`config.mk`:
```
export PLATFORM = sky130hd
export DESIGN_NAME = dpg_ctrl_regs
export DESIGN_NICKNAME = d
export VERILOG_FILES = /design/src/dpg_pkg.sv /design/src/dpg_ctrl_regs.sv /design/src/dpg_level_sync.sv
export VERILOG_INCLUDE_DIRS = /design/src
export SDC_FILE = /design/constraint.sdc
export NUM_CORES = 1
export LEC_CHECK = 0
export BUFFER_PORTS_ARGS = -buffer_cell sky130_fd_sc_hd__buf_2
export CAP_MARGIN = 5
export CORE_MARGIN = 1
export CORE_UTILIZATION = 54
export CTS_BUF_LIST = sky130_fd_sc_hd__clkbuf_8
export CTS_CLUSTER_DIAMETER = 30
export DETAILED_ROUTE_END_ITERATION = 6
export GPL_TIMING_DRIVEN = 0
export PLACE_DENSITY = 0.84
export RECOVER_POWER = 50
export SLEW_MARGIN = 25
export SYNTH_ARGS = -nofsm -noshare
export SYNTH_HDL_FRONTEND = slang
export SYNTH_SLANG_ARGS = --single-unit
```
`constraint.sdc`:
```
create_clock -name clk_i -period 3.4 [get_ports clk_i]
set_input_delay 0.34 -clock clk_i [delete_from_list [all_inputs] [get_ports clk_i]]
set_output_delay 0.34 -clock clk_i [all_outputs]
set_load 0.005 [all_outputs]
```
`src/dpg_consts.svh`:
```
// constants for the dac pll and gain control register bank:
// register offsets, field positions, widths and reset values.
// assumes it is included by bare name from the package and the modules.
`ifndef DPG_CONSTS_SVH
`define DPG_CONSTS_SVH

// register port widths
`define DPG_ADDR_W          8
`define DPG_DATA_W          24

// register offsets on the serial port register map
`define DPG_ADDR_PLL        8'h04
`define DPG_ADDR_IDAC       8'h05
`define DPG_ADDR_AUX1       8'h06
`define DPG_ADDR_QDAC       8'h07

// pll control word field positions
`define DPG_PLL_VOLT_MSB    23
`define DPG_PLL_VOLT_LSB    21
`define DPG_PLL_LBW_MSB     20
`define DPG_PLL_LBW_LSB     16
`define DPG_PLL_EN_BIT      15
`define DPG_PLL_VDIV_MSB    14
`define DPG_PLL_VDIV_LSB    13
`define DPG_PLL_LDIV_MSB    12
`define DPG_PLL_LDIV_LSB    11
`define DPG_PLL_BIAS_MSB    10
`define DPG_PLL_BIAS_LSB    8
`define DPG_PLL_BAND_MSB    7
`define DPG_PLL_BAND_LSB    2
`define DPG_PLL_DRV_MSB     1
`define DPG_PLL_DRV_LSB     0

// i and q dac control field positions
`define DPG_DAC_SLEEP_BIT   15
`define DPG_DAC_PDOWN_BIT   14
`define DPG_DAC_GAIN_MSB    9
`define DPG_DAC_GAIN_LSB    0

// auxiliary dac one field positions
`define DPG_AUX_SIGN_BIT    15
`define DPG_AUX_SINK_BIT    14
`define DPG_AUX_PDOWN_BIT   13
`define DPG_AUX_DATA_MSB    9
`define DPG_AUX_DATA_LSB    0

// reset values of the register fields
`define DPG_RST_LBW         5'h00
`define DPG_RST_PLL_EN      1'h0
`define DPG_RST_VDIV        2'h0
`define DPG_RST_LDIV        2'h0
`define DPG_RST_BIAS        3'h0
`define DPG_RST_BAND        6'h00
`define DPG_RST_DRV         2'h0
`define DPG_RST_BIT         1'h0
`define DPG_RST_GAIN        10'h000
`define DPG_RST_VOLT        3'h0

// divider ratio encodings: vco ratio is 1 << code, loop ratio 2 << code
`define DPG_VRATIO_W        4
`define DPG_LRATIO_W        5
`define DPG_VRATIO_BASE     4'h1
`define DPG_LRATIO_BASE     5'h02

`endif

```
`src/dpg_pkg.sv`:
```
// types shared by the dac pll and gain control register bank.
// assumes dpg_consts.svh is on the include path.
`include "dpg_consts.svh"

package dpg_pkg;

    // pll control word, bit for bit in register layout order
    typedef struct packed {
        logic [2:0] vco_volt;   // read-only control voltage code
        logic [4:0] loop_bw;    // loop filter bandwidth
        logic       pll_en;     // clock multiplier enable
        logic [1:0] vco_div;    // vco output divider code
        logic [1:0] loop_div;   // loop divider code
        logic [2:0] bias;       // vco bias current
        logic [5:0] band;       // vco band select
        logic [1:0] vco_drive;  // vco output strength
    } dpg_pll_t;

    // i or q main dac control
    typedef struct packed {
        logic       sleep;      // low-power sleep
        logic       pdown;      // power-down
        logic [9:0] gain;       // gain adjustment
    } dpg_dac_t;

    // auxiliary dac control
    typedef struct packed {
        logic       sign;       // 1 selects negative pin
        logic       sink;       // 1 sinks current
        logic       pdown;      // power-down
        logic [9:0] data;       // gain adjustment data
    } dpg_aux_t;

    // register request from the serial port engine
    typedef struct packed {
        logic                   wr;
        logic                   rd;
        logic [`DPG_ADDR_W-1:0] addr;
        logic [`DPG_DATA_W-1:0] wdata;
    } dpg_req_t;

    // register answer back to the serial port engine
    typedef struct packed {
        logic                   valid;
        logic                   err;
        logic [`DPG_DATA_W-1:0] rdata;
    } dpg_rsp_t;

endpackage : dpg_pkg

```
`src/dpg_ctrl_regs.sv`:
```
// register bank that holds the pll clock multiplier, i and q dac and
// first auxiliary dac controls and presents them to the analog edge.
// assumes a serial port engine ahead of it that assembles whole words and
// issues one-cycle read and write strobes on clk_i; the analog periphery
// reads the field outputs as static levels.
//
// Operation
// RULE_01 - pll off: sample clock from reference input
// RULE_02 - pll on: sample clock multiplied by pll
// RULE_03 - vco divider codes give ratios 1,2,4,8
// RULE_04 - loop divider codes give ratios 2,4,8,16
// RULE_05 - control voltage code read-only, 011 centred
// RULE_06 - software sets loop bandwidth, advised 01111
// RULE_07 - software sets pll bias, advised 011
// RULE_08 - band select chooses vco frequency band
// RULE_09 - software sets vco drive, advised 11
// RULE_10 - i dac sleep bit, default active
// RULE_11 - i dac power-down bit, default active
// RULE_12 - i dac ten-bit gain to periphery
// RULE_13 - aux dac sign selects output pin
// RULE_14 - aux dac direction: source or sink
// RULE_15 - aux dac power-down bit, default active
// RULE_16 - aux dac ten-bit data to periphery
// RULE_17 - i dac bits 13..10 reserved
// RULE_18 - register bits routed straight to periphery
// RULE_19 - q dac register mirrors i dac
`timescale 1ns/1ns
`include "dpg_consts.svh"

module dpg_ctrl_regs (
    // clock and reset
    input  wire logic            clk_i,
    input  wire logic            reset_n_i,
    // register port from the serial port engine
    input  dpg_pkg::dpg_req_t    req_i,
    output dpg_pkg::dpg_rsp_t    rsp_o,
    // analog status input
    input  wire logic [2:0]      vco_volt_level_i,
    // pll controls to the analog periphery
    output dpg_pkg::dpg_pll_t    pll_o,
    output logic                 dac_clk_from_pll_o,
    output logic [`DPG_VRATIO_W-1:0] vco_div_ratio_o,
    output logic [`DPG_LRATIO_W-1:0] loop_div_ratio_o,
    // main dac controls
    output dpg_pkg::dpg_dac_t    i_dac_o,
    output dpg_pkg::dpg_dac_t    q_dac_o,
    output logic                 i_dac_active_o,
    output logic                 q_dac_active_o,
    // first auxiliary dac controls
    output dpg_pkg::dpg_aux_t    aux1_o,
    output logic                 aux1_pos_pin_en_o,
    output logic                 aux1_neg_pin_en_o,
    output logic                 aux1_active_o
);

    import dpg_pkg::*;

    // stored register fields
    logic [4:0]  loop_bw;        // loop filter bandwidth
    logic        pll_en;         // clock multiplier enable
    logic [1:0]  vco_div;        // vco output divider code
    logic [1:0]  loop_div;       // loop divider code
    logic [2:0]  bias;           // vco bias current
    logic [5:0]  band;           // vco band select
    logic [1:0]  vco_drive;      // vco output strength
    dpg_dac_t    i_dac;          // i dac sleep, power-down, gain
    dpg_dac_t    q_dac;          // q dac sleep, power-down, gain
    dpg_aux_t    aux1;           // aux dac sign, direction, power, data

    // settled control voltage code from the analog side
    logic [2:0]  vco_volt;

    // address decode
    logic        hit_pll;        // request targets the pll word
    logic        hit_idac;       // request targets the i dac word
    logic        hit_aux1;       // request targets the aux dac word
    logic        hit_qdac;       // request targets the q dac word
    logic        hit_any;        // request targets a mapped word
    logic        wr_pll;         // write strobe to the pll word
    logic        wr_idac;        // write strobe to the i dac word
    logic        wr_aux1;        // write strobe to the aux dac word
    logic        wr_qdac;        // write strobe to the q dac word

    // read path
    logic [`DPG_DATA_W-1:0] next_rdata; // word chosen for read-back

    // the analog control voltage has no relation to clk_i, so it is
    // brought in through three stages before software may see it
    dpg_level_sync #(
        .WIDTH     (3)
    ) u_volt_sync (
        .clk_i     (clk_i),
        .reset_n_i (reset_n_i),
        .level_i   (vco_volt_level_i),
        .level_o   (vco_volt)
    );

    // decode the address once; every register takes one whole offset
    always_comb begin
        hit_pll  = (req_i.addr == `DPG_ADDR_PLL);
        hit_idac = (req_i.addr == `DPG_ADDR_IDAC);
        hit_aux1 = (req_i.addr == `DPG_ADDR_AUX1);
        hit_qdac = (req_i.addr == `DPG_ADDR_QDAC);
        hit_any  = hit_pll | hit_idac | hit_aux1 | hit_qdac;
        wr_pll   = req_i.wr & hit_pll;
        wr_idac  = req_i.wr & hit_idac;
        wr_aux1  = req_i.wr & hit_aux1;
        wr_qdac  = req_i.wr & hit_qdac;
    end

    // pll control word: all fields but the voltage code are writable;
    // bits at the voltage code position are ignored on write so a
    // stray write cannot disturb the readback
    always_ff @(posedge clk_i or negedge reset_n_i) begin
        if (!reset_n_i) begin
            loop_bw   <= `DPG_RST_LBW;
            pll_en    <= `DPG_RST_PLL_EN;  // multiplier off [RULE_01]
            vco_div   <= `DPG_RST_VDIV;
            loop_div  <= `DPG_RST_LDIV;
            bias      <= `DPG_RST_BIAS;
            band      <= `DPG_RST_BAND;
            vco_drive <= `DPG_RST_DRV;
        end else if (wr_pll) begin
            // bandwidth, bias and drive take whatever software writes;
            // the advised settings are software's to choose
            loop_bw   <= req_i.wdata[`DPG_PLL_LBW_MSB:`DPG_PLL_LBW_LSB];
            pll_en    <= req_i.wdata[`DPG_PLL_EN_BIT];    // [RULE_02]
            vco_div   <= req_i.wdata[`DPG_PLL_VDIV_MSB:`DPG_PLL_VDIV_LSB];
            loop_div  <= req_i.wdata[`DPG_PLL_LDIV_MSB:`DPG_PLL_LDIV_LSB];
            bias      <= req_i.wdata[`DPG_PLL_BIAS_MSB:`DPG_PLL_BIAS_LSB];
            band      <= req_i.wdata[`DPG_PLL_BAND_MSB:`DPG_PLL_BAND_LSB];
            vco_drive <= req_i.wdata[`DPG_PLL_DRV_MSB:`DPG_PLL_DRV_LSB];
        end
    end

    // i dac control; reserved bits are not stored at all [RULE_17]
    always_ff @(posedge clk_i or negedge reset_n_i) begin
        if (!reset_n_i) begin
            i_dac.sleep <= `DPG_RST_BIT;   // active after reset [RULE_10]
            i_dac.pdown <= `DPG_RST_BIT;   // active after reset [RULE_11]
            i_dac.gain  <= `DPG_RST_GAIN;
        end else if (wr_idac) begin
            i_dac.sleep <= req_i.wdata[`DPG_DAC_SLEEP_BIT];  // [RULE_10]
            i_dac.pdown <= req_i.wdata[`DPG_DAC_PDOWN_BIT];  // [RULE_11]
            i_dac.gain  <= req_i.wdata[`DPG_DAC_GAIN_MSB:`DPG_DAC_GAIN_LSB];
        end
    end

    // q dac control uses the same layout as the i dac [RULE_19]
    always_ff @(posedge clk_i or negedge reset_n_i) begin
        if (!reset_n_i) begin
            q_dac.sleep <= `DPG_RST_BIT;
            q_dac.pdown <= `DPG_RST_BIT;
            q_dac.gain  <= `DPG_RST_GAIN;
        end else if (wr_qdac) begin
            q_dac.sleep <= req_i.wdata[`DPG_DAC_SLEEP_BIT];  // [RULE_19]
            q_dac.pdown <= req_i.wdata[`DPG_DAC_PDOWN_BIT];
            q_dac.gain  <= req_i.wdata[`DPG_DAC_GAIN_MSB:`DPG_DAC_GAIN_LSB];
        end
    end

    // first auxiliary dac control
    always_ff @(posedge clk_i or negedge reset_n_i) begin
        if (!reset_n_i) begin
            aux1.sign  <= `DPG_RST_BIT;    // positive pin [RULE_13]
            aux1.sink  <= `DPG_RST_BIT;    // sourcing [RULE_14]
            aux1.pdown <= `DPG_RST_BIT;    // active [RULE_15]
            aux1.data  <= `DPG_RST_GAIN;
        end else if (wr_aux1) begin
            aux1.sign  <= req_i.wdata[`DPG_AUX_SIGN_BIT];    // [RULE_13]
            aux1.sink  <= req_i.wdata[`DPG_AUX_SINK_BIT];    // [RULE_14]
            aux1.pdown <= req_i.wdata[`DPG_AUX_PDOWN_BIT];   // [RULE_15]
            aux1.data  <= req_i.wdata[`DPG_AUX_DATA_MSB:`DPG_AUX_DATA_LSB];
        end
    end

    // read-back mux; reserved bits and unmapped offsets read as zero
    always_comb begin
        next_rdata = '0;
        if (hit_pll) begin
            // the voltage code is live from the analog side [RULE_05]
            next_rdata[`DPG_PLL_VOLT_MSB:`DPG_PLL_VOLT_LSB] = vco_volt;
            next_rdata[`DPG_PLL_LBW_MSB:`DPG_PLL_LBW_LSB]   = loop_bw;
            next_rdata[`DPG_PLL_EN_BIT]                     = pll_en;
            next_rdata[`DPG_PLL_VDIV_MSB:`DPG_PLL_VDIV_LSB] = vco_div;
            next_rdata[`DPG_PLL_LDIV_MSB:`DPG_PLL_LDIV_LSB] = loop_div;
            next_rdata[`DPG_PLL_BIAS_MSB:`DPG_PLL_BIAS_LSB] = bias;
            next_rdata[`DPG_PLL_BAND_MSB:`DPG_PLL_BAND_LSB] = band;
            next_rdata[`DPG_PLL_DRV_MSB:`DPG_PLL_DRV_LSB]   = vco_drive;
        end else if (hit_idac) begin
            next_rdata[`DPG_DAC_SLEEP_BIT] = i_dac.sleep;
            next_rdata[`DPG_DAC_PDOWN_BIT] = i_dac.pdown;
            next_rdata[`DPG_DAC_GAIN_MSB:`DPG_DAC_GAIN_LSB] = i_dac.gain;
        end else if (hit_aux1) begin
            next_rdata[`DPG_AUX_SIGN_BIT]  = aux1.sign;
            next_rdata[`DPG_AUX_SINK_BIT]  = aux1.sink;
            next_rdata[`DPG_AUX_PDOWN_BIT] = aux1.pdown;
            next_rdata[`DPG_AUX_DATA_MSB:`DPG_AUX_DATA_LSB] = aux1.data;
        end else if (hit_qdac) begin
            next_rdata[`DPG_DAC_SLEEP_BIT] = q_dac.sleep;
            next_rdata[`DPG_DAC_PDOWN_BIT] = q_dac.pdown;
            next_rdata[`DPG_DAC_GAIN_MSB:`DPG_DAC_GAIN_LSB] = q_dac.gain;
        end else begin
            next_rdata = '0;    // unmapped offset
        end
    end

    // answer every strobe one cycle later; a read taken together with a
    // write to the same word returns the value before the write
    always_ff @(posedge clk_i or negedge reset_n_i) begin
        if (!reset_n_i) begin
            rsp_o <= '0;
        end else begin
            rsp_o.valid <= req_i.wr | req_i.rd;
            rsp_o.err   <= (req_i.wr | req_i.rd) & ~hit_any;
            // hold the last read data so the engine may shift it out late
            if (req_i.rd) begin
                rsp_o.rdata <= next_rdata;
            end
        end
    end

    // field outputs to the analog periphery: one register stage, no
    // processing, so the edge sees exactly what software wrote [RULE_18]
    always_ff @(posedge clk_i or negedge reset_n_i) begin
        if (!reset_n_i) begin
            pll_o   <= '0;
            i_dac_o <= '0;
            q_dac_o <= '0;
            aux1_o  <= '0;
        end else begin
            pll_o.vco_volt  <= vco_volt;
            pll_o.loop_bw   <= loop_bw;
            pll_o.pll_en    <= pll_en;
            pll_o.vco_div   <= vco_div;
            pll_o.loop_div  <= loop_div;
            pll_o.bias      <= bias;
            pll_o.band      <= band;                    // [RULE_08]
            pll_o.vco_drive <= vco_drive;
            i_dac_o         <= i_dac;                   // [RULE_12]
            q_dac_o         <= q_dac;                   // [RULE_19]
            aux1_o          <= aux1;                    // [RULE_16]
        end
    end

    // sample clock source: reference input while the multiplier is off,
    // multiplier output once it is on; the analog mux switches on this
    always_ff @(posedge clk_i or negedge reset_n_i) begin
        if (!reset_n_i) begin
            dac_clk_from_pll_o <= 1'h0;                 // [RULE_01]
        end else begin
            dac_clk_from_pll_o <= pll_en;               // [RULE_01] [RULE_02]
        end
    end

    // decoded divider ratios, so the clock tree needs no decoder of its
    // own; a shift keeps the power-of-two mapping exact
    always_ff @(posedge clk_i or negedge reset_n_i) begin
        if (!reset_n_i) begin
            vco_div_ratio_o  <= `DPG_VRATIO_BASE;
            loop_div_ratio_o <= `DPG_LRATIO_BASE;
        end else begin
            vco_div_ratio_o  <= `DPG_VRATIO_BASE << vco_div;   // [RULE_03]
            loop_div_ratio_o <= `DPG_LRATIO_BASE << loop_div;  // [RULE_04]
        end
    end

    // per-channel enables: either low-power bit stops the channel
    always_ff @(posedge clk_i or negedge reset_n_i) begin
        if (!reset_n_i) begin
            i_dac_active_o <= 1'h1;
            q_dac_active_o <= 1'h1;
            aux1_active_o  <= 1'h1;
        end else begin
            i_dac_active_o <= ~(i_dac.sleep | i_dac.pdown); // [RULE_10] [RULE_11]
            q_dac_active_o <= ~(q_dac.sleep | q_dac.pdown); // [RULE_19]
            aux1_active_o  <= ~aux1.pdown;                  // [RULE_15]
        end
    end

    // aux output pin choice: exactly one pin drives while active; a
    // powered-down dac drives neither, avoiding a stray offset current
    always_ff @(posedge clk_i or negedge reset_n_i) begin
        if (!reset_n_i) begin
            aux1_pos_pin_en_o <= 1'h1;
            aux1_neg_pin_en_o <= 1'h0;
        end else begin
            aux1_pos_pin_en_o <= ~aux1.sign & ~aux1.pdown;  // [RULE_13]
            aux1_neg_pin_en_o <=  aux1.sign & ~aux1.pdown;  // [RULE_13]
        end
    end

endmodule : dpg_ctrl_regs

```
`src/dpg_level_sync.sv`:
```
// three-stage synchroniser for a slow multi-bit analog status level.
// assumes the level changes rarely; a new value is taken only once the
// second and third stages agree, so a word seen mid-change is never used.
`timescale 1ns/1ns
`include "dpg_consts.svh"

module dpg_level_sync #(
    parameter int WIDTH = 3
) (
    // clock and reset
    input  wire logic             clk_i,
    input  wire logic             reset_n_i,
    // asynchronous level in, settled level out
    input  wire logic [WIDTH-1:0] level_i,
    output logic      [WIDTH-1:0] level_o
);

    logic [WIDTH-1:0] stage1;   // metastability catcher, read by stage2 only
    logic [WIDTH-1:0] stage2;   // second stage
    logic [WIDTH-1:0] stage3;   // third stage

    // refuse a width that carries nothing
    if (WIDTH < 1) begin : g_bad_width
        $error("dpg_level_sync: WIDTH must be at least 1");
    end

    // shift chain
    always_ff @(posedge clk_i or negedge reset_n_i) begin
        if (!reset_n_i) begin
            stage1 <= '0;
            stage2 <= '0;
            stage3 <= '0;
        end else begin
            stage1 <= level_i;
            stage2 <= stage1;
            stage3 <= stage2;
        end
    end

    // accept only a word that held still for two samples
    always_ff @(posedge clk_i or negedge reset_n_i) begin
        if (!reset_n_i) begin
            level_o <= '0;
        end else if (stage2 == stage3) begin
            level_o <= stage3;
        end
    end

endmodule : dpg_level_sync

```
==> run summary <==
Core Area - 0.0104 sq mm
Chip height - 106 microns
Slew Limit Fails - 86
Sequential area share after synthesis - 0.728
Clock sink count - 170
Period utilization - 0.674
Overflow after GRT - 0
Maximum clock frequency - 437 MHz
Final WL - 11900 microns
Arrival time of the worst setup path - 2.42 ns
Worst-Skew Late Latency - 0.44 ns
Clock Tree Root - clkbuf_8
Clock Tree Buf Depth - 2
Crit path max fanout - 86
Antenna violations before repair - 0
Multi-input gate area - 0.00148 sq mm
Num CTS Buffers - 17
DP Worst Slack - 0.994 ns
Worst setup EP type - async pin
Startpoint types - input port
Vias in the first global route - 3519
Synth Instances - 337
Slowest stage delay, CP - 1.48 ns
Non-Filler Instances - 644
First drt pass iteration count - 4
Iter 0 DRT Violations - 167
Power per cell area - 535 mW/mm^2
Final net count - 534
DRC Markers - 0
GP Congestion - 0.776
TritonCTS clock tree - done
Placed Cells - 608
Worst Hold Class - in2reg
Number of synthesized flops with an enable pin - 0
Yosys warning total - 0
Power Total - 3.83 mW
Layout cells sized above 1 - 0.474
Final Hold Viols - 0
Post-cts sizing count - 0
# diodes - 0
Syn nets - 376
First-pass GRT wire length - 18800 microns
H-tree Lvls - 4
Rows - 37
Drt wl/cell - 18.5 microns
Number of max-cap violations - 1
Final core occ - 0.686
Layout filler cell count - 748
Crit Path Category - in2async
Mean Syn Cell Area - 17.4 sq um
Post-Route Skew - 0.00735 ns
Vias/cell - 5.34
Main synth FF type - dfrtp_1
Tot GR Track Use - 0.230
Crit path max-delay family - buffers and inverters
Worst-Margin Slew - 2.10 ns
Mapped cell area - 0.00586 sq mm
Critical Path Slowest Stage Cell - clkbuf_2
Design area - 0.00715 sq mm
Max IR drop VDD - 0.285 mV
Chip width - 106 microns
Area after DPL - 0.00673 sq mm
Count of boundary I/O pins - 141
Die area - 0.0113 sq mm
FF+latch count, synth - 170
Leak Pwr - 3.77 nW
Worst-path cell chain - dlygate4sd3_1, clkbuf_2
Dpl hpwl - 8020 microns
Starting Density - 0.562
Netlist cell types - 35
Clk slew on worst S/H paths - 0.09 ns
Final setup viols - 0
Setup Total Neg Slack - 0 ns
Area Growth Syn to Fin - 22.1%
Critical Path RT - 3.53 ns
Largest net degree at the start of global routing - 87
Setup ws final - 1.11 ns
Relative slew slack - -0.399
Bufs and invs on worst path - 2
Asr flop ratio synth - 1.00
Antenna-violating nets left - 0
Port bufs - 134
Reg area - 0.00426 sq mm
Unrepaired setup endpoints after global routing - no
Worst hold slack - 0.129 ns
Hold_buf cts - 4
Vias after detailed routing - 3439
Violated checks - max-capacitance violations, max-slew violations
Fin crit period - 2.29 ns
Setup Fix Bufs, Post-CTS - 0
Status - finished with violations
## flip-flops by register name, summed over array words and instances, names as in the netlist, 2 cells and up
signal / flops
loop_div_ratio_o: 4
q_dac: 12
i_dac_o: 12
rsp_o: 26
i_dac: 12
bias: 3
u_volt_sync.level_o: 3
u_volt_sync.stage3: 3
vco_drive: 2
vco_div_ratio_o: 4
u_volt_sync.stage1: 3
band: 6
loop_div: 2
aux1_o: 13
vco_div: 2
pll_o: 23
loop_bw: 5
q_dac_o: 12
aux1: 13
u_volt_sync.stage2: 3
## placed cells by master, fill, tap and decap left out, types with 3 or more instances in the layout
cell type        n
buf_1            3
mux2_4          10
nor2_1           7
mux2_2          50
dfrtp_1        164
o2bb2ai_1       11
mux4_2          12
a22o_1          12
buf_2          121
dlygate4sd3_1    4
nand3_1          3
nor2b_1          5
dfstp_2          6
clkbuf_8        20
xor2_1           3
clkinv_4         3
clkinvlp_4       4
nor3_1           3
nand2_1         15
clkbuf_1        21
## path summary, 6_finish.rpt
check,slack (ns),to,start,cells after the start
setup / recovery,1.11,i_dac_o[11],reset_n_i,2
hold / removal,0.13,loop_bw[1],req_i[17],2
setup reg to reg,2.03,u_volt_sync.level_o[0],u_volt_sync.stage3[1],3
hold reg to reg,0.35,u_volt_sync.stage2[1],u_volt_sync.stage1[1],0
max in group clk_i,1.41,i_dac[11],req_i[27],5
min in group asynchronous,1.04,pll_o[22],reset_n_i,2
## cell type report
class,instances,share of cell area
flip-flops and latches,170,0.596
multi-input cells,148,0.206
repair buffers,139,0.101
clock buffers,19,0.0366
well taps,136,0.0238
clock inverters,13,0.0201
plain buffers,17,0.0151
inverters,2,0.00105
## routing by layer
layer  track usage  up-vias  wire (microns)
met3        0.0742       15             952
met1         0.294     1795            4960
met4        0.0873        0             154
met2         0.369      134            5860
met5             0        -               0
li1              -     1495               -
## cells in the mapped netlist (2+ instances only)
library cell | instances | area share
clkbuf_1 | 7 | 0.0045
nand2_1 | 15 | 0.0096
dfrtp_1 | 164 | 0.70
buf_2 | 2 | 0.0017
nor3_1 | 3 | 0.0026
buf_1 | 3 | 0.0019
nor2b_1 | 5 | 0.0053
o21ai_0 | 2 | 0.0017
nor2_1 | 7 | 0.0045
a22o_1 | 12 | 0.018
dfstp_2 | 6 | 0.027
mux4_2 | 12 | 0.046
o2bb2ai_1 | 11 | 0.016
mux2_4 | 10 | 0.026
mux2_2 | 50 | 0.096
and2_1 | 3 | 0.0032
or2_2 | 2 | 0.0021
nand3_1 | 3 | 0.0026
buf_4 | 2 | 0.0026
xor2_1 | 3 | 0.0045
## where the power goes
group	total, mW	internal (mW)	leakage (nW)	switching, mW
sequential	2.18	2.12	2.29	0.0538
clock	1.41	0.696	0.195	0.716
combinational	0.239	0.116	1.29	0.123
## kinds of logic after synthesis
| group | synth area share |
|---|---|
| compound gates | 0.0376 |
| mux | 0.170 |
| other cells | 0.000640 |
| buf+inv | 0.0197 |
| simple gates | 0.0402 |
| flops | 0.728 |
| xor+xnor | 0.00449 |
(Power assumes the default switching activity.)
